**src/common/watchdog_pkg.sv**
```systemverilog
// Shared constants of the counter array watchdog: offsets, fields, resets.
// Assumes one system clock and a 32-bit APB register bus.
package watchdog_pkg;
  localparam logic [7:0]  ADDR_CTRL    = 8'hd8;
  localparam logic [7:0]  ADDR_MODE    = 8'hdc;
  localparam logic [7:0]  ADDR_CNT_LO  = 8'he0;
  localparam logic [7:0]  ADDR_CNT_HI  = 8'he4;
  localparam logic [7:0]  ADDR_OFFSET  = 8'he8;
  localparam logic [7:0]  ADDR_UPDATE  = 8'hec;
  localparam logic [7:0]  ADDR_IEN     = 8'hf0;

  localparam int          CTRL_OVF     = 7;
  localparam int          CTRL_RUN     = 6;
  localparam int          CTRL_EVT_MSB = 4;
  localparam int          MODE_IDLE    = 7;
  localparam int          MODE_ENABLE  = 6;
  localparam int          MODE_LOCK    = 5;
  localparam int          MODE_SEL_LSB = 1;
  localparam int          MODE_OVF_IE  = 0;

  localparam logic [7:0]  CTRL_RST     = 8'h00;
  localparam logic [7:0]  MODE_RST     = 8'h40;
  localparam logic [15:0] CNT_RST      = 16'h0000;
  localparam logic [7:0]  OFFSET_RST   = 8'h00;
  localparam logic [7:0]  UPDATE_RST   = 8'h00;
  localparam logic [4:0]  IEN_RST      = 5'h00;

  localparam logic [2:0]  SEL_DIV12    = 3'b000;
  localparam logic [2:0]  SEL_DIV4     = 3'b001;
  localparam logic [2:0]  SEL_TIMER0   = 3'b010;
  localparam logic [2:0]  SEL_EXT_FALL = 3'b011;
  localparam logic [2:0]  SEL_SYSCLK   = 3'b100;
  localparam logic [2:0]  SEL_EXT_DIV8 = 3'b101;

  localparam logic [3:0]  DIV12_LAST   = 4'd11;
  localparam logic [3:0]  DIV4_LAST    = 4'd3;
  localparam logic [2:0]  EXT_DIV_LAST = 3'd7;
endpackage

```
**src/common/counter_tick_if.sv**
```systemverilog
// Carries the timebase selection and the resulting count tick.
// Assumes both ends run on the system clock.
interface counter_tick_if;
  logic [2:0] clk_sel;
  logic       tick;
  modport src  (input clk_sel, output tick);
  modport sink (output clk_sel, input tick);
endinterface

```
**src/hw/counter_array_watchdog.sv**
```systemverilog
// Counter array control, 16-bit counter and module 4 watchdog, APB slave.
// Assumes one 40 MHz clock; match inputs are same-clock one-cycle pulses.
// Function
// Low byte overflow at high-byte match resets
// Writing 1 to module-4 flag forces reset
// Software configures in documented order
// Clock select and idle frozen while enabled
// Enable bit or lock bit enables watchdog
// Lock holds enable until reset
// Reset: enabled, divide by 12, zeroed
// Default timeout 256 counter clocks, 3072 cycles
// Overflow flag set on wrap, sticky
// Enabled overflow flag requests interrupt
// Run bit 6 stops or runs counter
// Control bit 5 reads zero
// Event flags sticky, request when enabled
// Update write loads high byte plus offset
// Timeout is offset pages plus remainder
// Enabled: counter forced on, writes blocked
// Clock select picks counter timebase
// One-cycle reset pulse clears whole array
module counter_array_watchdog
  import watchdog_pkg::*;
(
  input  wire logic        pclk,
  input  wire logic        presetn,
  input  wire logic        clk_en,
  input  wire logic        psel,
  input  wire logic        penable,
  input  wire logic        pwrite,
  input  wire logic [7:0]  paddr,
  input  wire logic [31:0] pwdata,
  output logic      [31:0] prdata,
  output logic             pready,
  output logic             pslverr,
  input  wire logic        cpu_idle,
  input  wire logic        timer0_overflow,
  input  wire logic [4:0]  module_match,
  input  wire logic        external_count_input,
  input  wire logic        external_clock,
  output logic             counter_irq,
  output logic             watchdog_reset
);
  counter_tick_if tb ();

  logic [15:0] cnt_r,     cnt_nxt;
  logic        ovf_r,     ovf_nxt;
  logic        run_r,     run_nxt;
  logic [4:0]  evt_r,     evt_nxt;
  logic        idle_r,    idle_nxt;
  logic        wden_r,    wden_nxt;
  logic        lock_r,    lock_nxt;
  logic [2:0]  sel_r,     sel_nxt;
  logic        ovfie_r,   ovfie_nxt;
  logic [7:0]  offset_r,  offset_nxt;
  logic [7:0]  update_r,  update_nxt;
  logic [4:0]  ien_r,     ien_nxt;
  logic [31:0] prdata_r,  prdata_nxt;
  logic        pready_r,  pready_nxt;
  logic        pslverr_r, pslverr_nxt;
  logic        irq_r,     irq_nxt;
  logic        wdrst_r,   wdrst_nxt;
  logic        wd_en;
  logic        advance;
  logic        low_ovf;
  logic        wrap;
  logic        wd_fire;
  logic        wr;

  function automatic logic hit(input logic [7:0] a, input logic [7:0] target);
    hit = (a == target);
  endfunction

  counter_timebase u_timebase (
    .pclk                 (pclk),
    .presetn              (presetn),
    .clk_en               (clk_en),
    .timer0_overflow      (timer0_overflow),
    .external_count_input (external_count_input),
    .external_clock       (external_clock),
    .tb                   (tb)
  );

  assign tb.clk_sel = sel_r;
  assign wd_en      = wden_r || lock_r;
  assign wr         = psel && penable && pwrite && pready_r;
  // Counter forced on while the watchdog is enabled
  assign advance    = (run_r || wd_en) && tb.tick && !(cpu_idle && idle_r);
  assign low_ovf    = advance && (cnt_r[7:0] == 8'hff);
  assign wrap       = advance && (cnt_r == 16'hffff);
  assign wd_fire    = wd_en && ((low_ovf && (update_r == cnt_r[15:8]))
                      || (wr && hit(paddr, ADDR_CTRL) && pwdata[CTRL_EVT_MSB]));

  always_comb begin
    cnt_nxt     = cnt_r;
    ovf_nxt     = ovf_r;
    run_nxt     = run_r;
    evt_nxt     = evt_r;
    idle_nxt    = idle_r;
    wden_nxt    = wden_r;
    lock_nxt    = lock_r;
    sel_nxt     = sel_r;
    ovfie_nxt   = ovfie_r;
    offset_nxt  = offset_r;
    update_nxt  = update_r;
    ien_nxt     = ien_r;
    if (advance) begin
      cnt_nxt = cnt_r + 16'd1;
    end
    if (wr && hit(paddr, ADDR_CTRL)) begin
      ovf_nxt = pwdata[CTRL_OVF];
      run_nxt = pwdata[CTRL_RUN];
      evt_nxt = pwdata[CTRL_EVT_MSB:0];
    end
    if (wr && hit(paddr, ADDR_MODE)) begin
      wden_nxt = pwdata[MODE_ENABLE];
      lock_nxt = lock_r || pwdata[MODE_LOCK];
      if (!wd_en) begin
        idle_nxt  = pwdata[MODE_IDLE];
        sel_nxt   = pwdata[MODE_SEL_LSB +: 3];
        ovfie_nxt = pwdata[MODE_OVF_IE];
      end
    end
    if (wr && !wd_en && hit(paddr, ADDR_CNT_LO)) begin
      cnt_nxt[7:0] = pwdata[7:0];
    end
    if (wr && !wd_en && hit(paddr, ADDR_CNT_HI)) begin
      cnt_nxt[15:8] = pwdata[7:0];
    end
    if (wr && hit(paddr, ADDR_OFFSET)) begin
      offset_nxt = pwdata[7:0];
    end
    if (wr && hit(paddr, ADDR_UPDATE)) begin
      update_nxt = cnt_r[15:8] + offset_r;
    end
    if (wr && hit(paddr, ADDR_IEN)) begin
      ien_nxt = pwdata[4:0];
    end
    // Hardware set wins over a same-cycle software clear
    if (wrap) begin
      ovf_nxt = 1'b1;
    end
    evt_nxt   = evt_nxt | module_match;
    irq_nxt   = (ovf_r && ovfie_r) || |(evt_r & ien_r);
    wdrst_nxt = wd_fire;
    if (wd_fire) begin
      cnt_nxt    = CNT_RST;
      ovf_nxt    = CTRL_RST[CTRL_OVF];
      run_nxt    = CTRL_RST[CTRL_RUN];
      evt_nxt    = CTRL_RST[CTRL_EVT_MSB:0];
      idle_nxt   = MODE_RST[MODE_IDLE];
      wden_nxt   = MODE_RST[MODE_ENABLE];
      lock_nxt   = MODE_RST[MODE_LOCK];
      sel_nxt    = MODE_RST[MODE_SEL_LSB +: 3];
      ovfie_nxt  = MODE_RST[MODE_OVF_IE];
      offset_nxt = OFFSET_RST;
      update_nxt = UPDATE_RST;
      ien_nxt    = IEN_RST;
      irq_nxt    = 1'b0;
    end
  end

  // Read data captured in the setup cycle, answered in the first access cycle
  always_comb begin
    pready_nxt  = psel && !penable;
    prdata_nxt  = prdata_r;
    pslverr_nxt = 1'b0;
    if (psel && !penable) begin
      prdata_nxt = 32'h0000_0000;
      case (paddr)
        ADDR_CTRL:   prdata_nxt[7:0] = {ovf_r, run_r, 1'b0, evt_r};
        ADDR_MODE:   prdata_nxt[7:0] = {idle_r, wden_r, lock_r, 1'b0, sel_r, ovfie_r};
        ADDR_CNT_LO: prdata_nxt[7:0] = cnt_r[7:0];
        ADDR_CNT_HI: prdata_nxt[7:0] = cnt_r[15:8];
        ADDR_OFFSET: prdata_nxt[7:0] = offset_r;
        ADDR_UPDATE: prdata_nxt[7:0] = update_r;
        ADDR_IEN:    prdata_nxt[4:0] = ien_r;
        default:     pslverr_nxt     = 1'b1;
      endcase
    end
  end

  always_ff @(posedge pclk or negedge presetn) begin
    if (!presetn) begin
      cnt_r     <= CNT_RST;
      ovf_r     <= CTRL_RST[CTRL_OVF];
      run_r     <= CTRL_RST[CTRL_RUN];
      evt_r     <= CTRL_RST[CTRL_EVT_MSB:0];
      idle_r    <= MODE_RST[MODE_IDLE];
      wden_r    <= MODE_RST[MODE_ENABLE];
      lock_r    <= MODE_RST[MODE_LOCK];
      sel_r     <= MODE_RST[MODE_SEL_LSB +: 3];
      ovfie_r   <= MODE_RST[MODE_OVF_IE];
      offset_r  <= OFFSET_RST;
      update_r  <= UPDATE_RST;
      ien_r     <= IEN_RST;
      prdata_r  <= 32'h0000_0000;
      pready_r  <= 1'b0;
      pslverr_r <= 1'b0;
      irq_r     <= 1'b0;
      wdrst_r   <= 1'b0;
    end else if (clk_en) begin
      cnt_r     <= cnt_nxt;
      ovf_r     <= ovf_nxt;
      run_r     <= run_nxt;
      evt_r     <= evt_nxt;
      idle_r    <= idle_nxt;
      wden_r    <= wden_nxt;
      lock_r    <= lock_nxt;
      sel_r     <= sel_nxt;
      ovfie_r   <= ovfie_nxt;
      offset_r  <= offset_nxt;
      update_r  <= update_nxt;
      ien_r     <= ien_nxt;
      prdata_r  <= prdata_nxt;
      pready_r  <= pready_nxt;
      pslverr_r <= pslverr_nxt;
      irq_r     <= irq_nxt;
      wdrst_r   <= wdrst_nxt;
    end
  end

  assign prdata         = prdata_r;
  assign pready         = pready_r;
  assign pslverr        = pslverr_r;
  assign counter_irq    = irq_r;
  assign watchdog_reset = wdrst_r;
endmodule

```
**src/hw/counter_timebase.sv**
```systemverilog
// Timebase for the counter: prescalers, timer 0 overflow and external inputs.
// Assumes pin inputs are asynchronous; timer0_overflow is a same-clock pulse.
module counter_timebase
  import watchdog_pkg::*;
(
  input  wire logic       pclk,
  input  wire logic       presetn,
  input  wire logic       clk_en,
  input  wire logic       timer0_overflow,
  input  wire logic       external_count_input,
  input  wire logic       external_clock,
  counter_tick_if.src     tb
);
  logic [3:0] div_r,  div_nxt;
  logic [2:0] ext_r,  ext_nxt;
  logic [2:0] eci_r,  eci_nxt;
  logic [2:0] eck_r,  eck_nxt;
  logic       tick_r, tick_nxt;

  always_comb begin
    div_nxt  = div_r + 4'd1;
    ext_nxt  = ext_r;
    eci_nxt  = {eci_r[1:0], external_count_input};
    eck_nxt  = {eck_r[1:0], external_clock};
    tick_nxt = 1'b0;
    // Rising edges of the synchronised external clock, counted by eight
    if (eck_r[1] && !eck_r[2]) begin
      ext_nxt = ext_r + 3'd1;
    end
    case (tb.clk_sel)
      SEL_DIV12: begin
        tick_nxt = (div_r >= DIV12_LAST);
        if (div_r >= DIV12_LAST) begin
          div_nxt = 4'd0;
        end
      end
      SEL_DIV4: begin
        tick_nxt = (div_r >= DIV4_LAST);
        if (div_r >= DIV4_LAST) begin
          div_nxt = 4'd0;
        end
      end
      SEL_TIMER0:   tick_nxt = timer0_overflow;
      SEL_EXT_FALL: tick_nxt = eci_r[2] && !eci_r[1];
      SEL_SYSCLK:   tick_nxt = 1'b1;
      SEL_EXT_DIV8: tick_nxt = eck_r[1] && !eck_r[2] && (ext_r == EXT_DIV_LAST);
      default:      tick_nxt = 1'b0;
    endcase
  end

  always_ff @(posedge pclk or negedge presetn) begin
    if (!presetn) begin
      div_r  <= 4'd0;
      ext_r  <= 3'd0;
      eci_r  <= 3'b111;
      eck_r  <= 3'b000;
      tick_r <= 1'b0;
    end else if (clk_en) begin
      div_r  <= div_nxt;
      ext_r  <= ext_nxt;
      eci_r  <= eci_nxt;
      eck_r  <= eck_nxt;
      tick_r <= tick_nxt;
    end
  end

  assign tb.tick = tick_r;
endmodule

```
**config.mk**
```make
export PLATFORM = sky130hd
export DESIGN_NAME = counter_array_watchdog
export DESIGN_NICKNAME = d
export VERILOG_FILES = /design/src/common/watchdog_pkg.sv /design/src/common/counter_tick_if.sv /design/src/hw/counter_array_watchdog.sv /design/src/hw/counter_timebase.sv
export SDC_FILE = /design/constraint.sdc
export NUM_CORES = 1
export LEC_CHECK = 0
export ABC_AREA = 1
export BUFFER_PORTS_ARGS = -buffer_cell sky130_fd_sc_hd__buf_2
export CORE_MARGIN = 2
export CORE_UTILIZATION = 39
export CTS_BUF_LIST = sky130_fd_sc_hd__clkbuf_16
export CTS_CLUSTER_SIZE = 14
export DETAILED_ROUTE_END_ITERATION = 7
export GPL_TIMING_DRIVEN = 0
export PLACE_DENSITY = 0.59
export REMOVE_ABC_BUFFERS = 1
export SLEW_MARGIN = 10
export SYNTH_ARGS = -nofsm -noshare
export SYNTH_HDL_FRONTEND = slang
export SYNTH_SLANG_ARGS = --single-unit
```
**constraint.sdc**
```tcl
create_clock -name pclk -period 5 [get_ports pclk]
set_clock_uncertainty 0.05 [all_clocks]
set_input_delay 0.5 -clock pclk [delete_from_list [all_inputs] [get_ports pclk]]
set_output_delay 0.5 -clock pclk [all_outputs]
set_load 0.02 [all_outputs]
```
==> flow_results.org <==
** Run status
- Result of the run :: finished, final reports clean

** Clocking
- The root buffer cell chosen for the clock tree is sky130_fd_sc_hd__clkbuf_16.
- Hold Buf Count CTS :: 0
- TritonCTS clock tree :: yes
- Clock latency on the worst-skew pair, taken at its later pin, is 340 ps.
- In this run, CTS created clock tree buffers numbering 9.
- Clock-pin slew on the worst setup and hold paths :: 60 ps
- Post-CTS repair changed the size of 0 cells.
- Level count of the clock H-tree :: 3
- Once the clock tree was built, the setup fixing pass inserted 0 buffers.
- The clock passes through at most 2 buffers.
- CTS saw just under 80 sinks.

** Logic synthesis
- Synthesis Warnings :: 0
- Register bit count reported by yosys :: slightly below 80
- Synthesis produced 653 cells.
- A synthesized cell averages around 7.6 µm².
- The number of different library cells used by synthesis comes to 45.
- For this run, the leading register cell type out of synthesis is sky130_fd_sc_hd__dfrtp_1.
- Sequential share of the synthesized area :: 38.69%
- In this run, synthesis inferred 0 flip-flops with an integrated enable.
- Fraction of synthesis flops using an asynchronous set or reset pin :: between 90% and 100%
- Post-Syn Area :: 4994 µm²

** Route
- Aggregate routed wire length :: about 13 mm
- In the routed design, unresolved DRC markers number 0.
- Wire segments on met3 add up to 770 µm in the final route.
- Vias per cell :: between 5 and 6
- The detailed router put a total of 6.084 mm of wire on met1.
- Once detail routing completed, the nets flagged for antenna violations numbered 0.
- Wire length per cell after detailed routing :: 15.50 µm
- Highest metal layer with signal wires :: met4
- For this block, the via count after detailed routing is 4425.
- Violation count after the first detailed-route iteration :: 369
- Before antenna repair, the detailed router went through 5 iterations.
- Routed wl met2 :: 6.281 mm

** Floorplanning
- The total area inside the core boundary comes to approximately 13000 µm².
- The die is approximately 120 µm wide.
- Ports :: 91
- In this run the core area contains 41 standard-cell rows.
- Overall die area :: between 10000 and 15000 µm²
- Initial Utilization :: 39.73%
- Height of the die :: 117.2 µm

** STA
- Max Freq :: 419.8 MHz
- Setup repair after global routing left no endpoint under its margin.
- Headroom to the max-slew limit :: approximately 63%
- Setup total negative slack on the finished layout was measured at 0 ps.
- Slew at the pin closest to its max-slew limit :: 552.2 ps
- Max Transition Viols Final :: 0
- The clock period could shrink to 2382 ps.
- Setup violations remaining at the end of the flow were counted as 0.
- The worst path uses 47.64% of the clock period.
- Fin. Hold Viols :: 0

** Finish
- In the final design database the tool counted 759 nets.
- Fill cells in the final layout number 1293.
- Ratio of cells with drive above 1 in the final layout :: 17.36%
- Diodes inserted :: 0
- The finished cells cover 5599 µm².
- Synthesis-to-finish area growth :: 12.13%

** Setup path
- Among the stages of the critical path, the cell type that occurs most often is sky130_fd_sc_hd__inv_1.
- At the worst endpoint, the arrival time is 2570 ps.
- Traced cell by cell, the critical path runs through buf_2, inv_1, nor3_2, inv_1, o31ai_1.
- The largest single stage delay on the critical path is 530 ps.
- The worst setup path is launched from a primary input.
- Buf/Inv on CP :: 3
- Along the worst path, the maximum fanout reaches 26.
- Crit-path leading delay family :: buffers and inverters
- The worst setup path is captured at a flop.
- Among all stages on the critical path, the largest delay is contributed by sky130_fd_sc_hd__nor3_2.
- Data on the critical path is required at its endpoint by approximately 5200 ps.
- Critical path type :: primary input to flop

** Job
- Across the run, the number of max-cap violations was 0.

** Placement
- The congestion estimate from routability-driven global placement came to 0.8887.
- Port-buffer cells :: 42
- The wire-length estimate of the detail-placed layout is 10.39 mm.
- Post-detailed-placement cell area :: roughly 5300 µm²

** Power
- Of the total power, combinational logic draws 10.1%.
- Cell Int Power :: 1.208 mW
- Power density cells :: 286.3 nW/µm²
- Net Sw Frac :: approximately a quarter
- Clock share of power :: 46.8%
- Fraction of power consumed by sequential logic :: 43.1%
- Peak ir drop on the vdd network :: 0.2502 mV
- For this design the static power due to leakage is about 2.9 nW.
- Net switching power :: 0.3952 mW

** Worst hold path
- The min-delay analysis places its worst path in the category primary input to async pin.

** Global routing
- Residual overflow from global routing :: 0
- Entering global routing, the biggest net connects 44 pins.
- Antenna violations before repair :: 0
- Total global-route track usage :: roughly a fifth
- The via count of the first global-routing pass came to 4175.
- Wire length of the first global-routing pass :: 21.40 mm
[sequential cells by signal, indices dropped and copies added, names as in the netlist, 3 cells and up]
name              cells
evt_r                 5
u_timebase.eci_r      3
ien_r                 5
cnt_r                16
u_timebase.div_r      4
u_timebase.ext_r      3
update_r              8
sel_r                 3
prdata                8
offset_r              8
u_timebase.eck_r      3
[stage by stage]
step           setup WS [ps]  hold WS (ps)  utilization (%)  std cells  power, mW
2_1_floorplan           3113         154.4                -        638     0.7989
3_3_place_gp            2302         405.3            41.61        852     0.8542
3_5_place_dp            2261         408.6            41.85        853     0.8664
4_1_cts                 2600         86.13            44.55        869      1.616
5_1_grt                 2417         108.9            44.55        869      1.666
6_report                2618         65.99            44.55        869      1.603
[metal layers]
metal / global-route usage (%) / vias to the layer above
met4: 7.216 / 0
met3: 3.502 / 22
li1: - / 2171
met1: 28.39 / 2085
met2: 32.57 / 147
met5: 0 / -
[layout by cell type, fill, tap and decap left out, types with 3 or more instances in the layout]
master                      count
sky130_fd_sc_hd__conb_1        24
sky130_fd_sc_hd__nand2_2       16
sky130_fd_sc_hd__nand4_1       10
sky130_fd_sc_hd__a211oi_1       6
sky130_fd_sc_hd__o21ai_0       37
sky130_fd_sc_hd__nor2_2         5
sky130_fd_sc_hd__inv_2          5
sky130_fd_sc_hd__nand2_1      172
sky130_fd_sc_hd__dfstp_2        4
sky130_fd_sc_hd__nand3_2        4
sky130_fd_sc_hd__dfrtp_1       73
sky130_fd_sc_hd__ha_1          11
sky130_fd_sc_hd__a21oi_1        9
sky130_fd_sc_hd__o21ai_2        8
sky130_fd_sc_hd__buf_2         41
sky130_fd_sc_hd__bufinv_16      3
sky130_fd_sc_hd__nor2_1        34
sky130_fd_sc_hd__nor3_1         7
sky130_fd_sc_hd__nand3_1       47
sky130_fd_sc_hd__xnor2_1        9
sky130_fd_sc_hd__clkbuf_16      9
sky130_fd_sc_hd__o22ai_1       24
sky130_fd_sc_hd__nand2_4        8
sky130_fd_sc_hd__inv_1         72
sky130_fd_sc_hd__xor2_1         8
sky130_fd_sc_hd__o21ai_1       20
[power by group through the flow]
stage	logic, mW	registers, mW	clock network, mW
2_1_floorplan	0.0997	0.699	0
5_1_grt	0.187	0.696	0.782
3_5_place_dp	0.164	0.703	0
3_3_place_gp	0.154	0.700	0
4_1_cts	0.164	0.692	0.760
6_report	0.162	0.692	0.750
[cells in the mapped netlist, types with 2 or more instances]
cell type	n	area, µm²
sky130_fd_sc_hd__nor3_1	7	35.03
sky130_fd_sc_hd__o31ai_1	2	15.01
sky130_fd_sc_hd__nand3_1	47	235.2
sky130_fd_sc_hd__o21ai_0	37	185.2
sky130_fd_sc_hd__nor2_2	5	31.28
sky130_fd_sc_hd__o21ai_1	20	100.1
sky130_fd_sc_hd__buf_6	5	56.30
sky130_fd_sc_hd__a21oi_1	9	45.04
sky130_fd_sc_hd__nand2_4	8	90.09
sky130_fd_sc_hd__clkbuf_1	5	18.77
sky130_fd_sc_hd__nand3_2	4	40.04
sky130_fd_sc_hd__nand4_1	10	62.56
sky130_fd_sc_hd__o22ai_1	24	150.1
sky130_fd_sc_hd__nand2_1	172	645.6
sky130_fd_sc_hd__o21ai_2	8	70.07
sky130_fd_sc_hd__buf_2	3	15.01
sky130_fd_sc_hd__dfstp_2	4	105.1
sky130_fd_sc_hd__nand2_2	16	100.1
sky130_fd_sc_hd__dfrtp_1	73	1827
sky130_fd_sc_hd__inv_1	72	270.3
sky130_fd_sc_hd__buf_4	24	180.2
sky130_fd_sc_hd__nor2_4	2	22.52
sky130_fd_sc_hd__xor2_1	8	70.07
sky130_fd_sc_hd__mux2_2	2	22.52
sky130_fd_sc_hd__a211oi_1	6	45.04
sky130_fd_sc_hd__o2111ai_1	2	17.52
sky130_fd_sc_hd__ha_1	11	137.6
sky130_fd_sc_hd__nor3_2	2	20.02
sky130_fd_sc_hd__nor3_4	2	32.53
sky130_fd_sc_hd__inv_2	5	18.77
sky130_fd_sc_hd__xnor2_1	9	78.83
sky130_fd_sc_hd__clkinv_2	2	10.01
sky130_fd_sc_hd__nor2_1	34	127.6
sky130_fd_sc_hd__or2_2	2	12.51
[area by class of cell]
type | instances | area (µm²) | share of cell area [%]
multi-input combinational | 481 | 2565 | 45.81
sequential | 77 | 1932 | 34.50
inverter | 80 | 307.8 | 5.497
timing repair buffer | 43 | 240.2 | 4.290
clock buffer | 9 | 225.2 | 4.022
tap | 172 | 215.2 | 3.844
clock inverter | 7 | 113.9 | 2.034
[final timing paths]
path | cells after the start | startpoint | slack, ps | to
min | 1 | presetn | 70 | cnt_r[12]
max in group asynchronous | 2 | presetn | 4250 | pslverr
min reg2reg | 2 | u_timebase.eck_r[0] | 420 | u_timebase.eck_r[0]
min in group pclk | 3 | external_clock | 310 | u_timebase.eck_r[0]
max | 5 | clk_en | 2620 | pslverr
max reg2reg | 10 | cnt_r[0] | 2870 | ien_r[0]
[kinds of logic (layout without fill, tap and decap cells)]
kind of cell	count (synthesis)	count (layout)	synth area share, %
xor+xnor	17	17	2.982
other cells	1	24	0.07510
buf+inv	118	139	11.68
fa+ha+maj	12	12	3.157
flops	77	77	38.69
compound gates	112	112	13.20
simple gates	314	314	29.77
mux	2	2	0.4510
(Power assumes the default switching activity.)
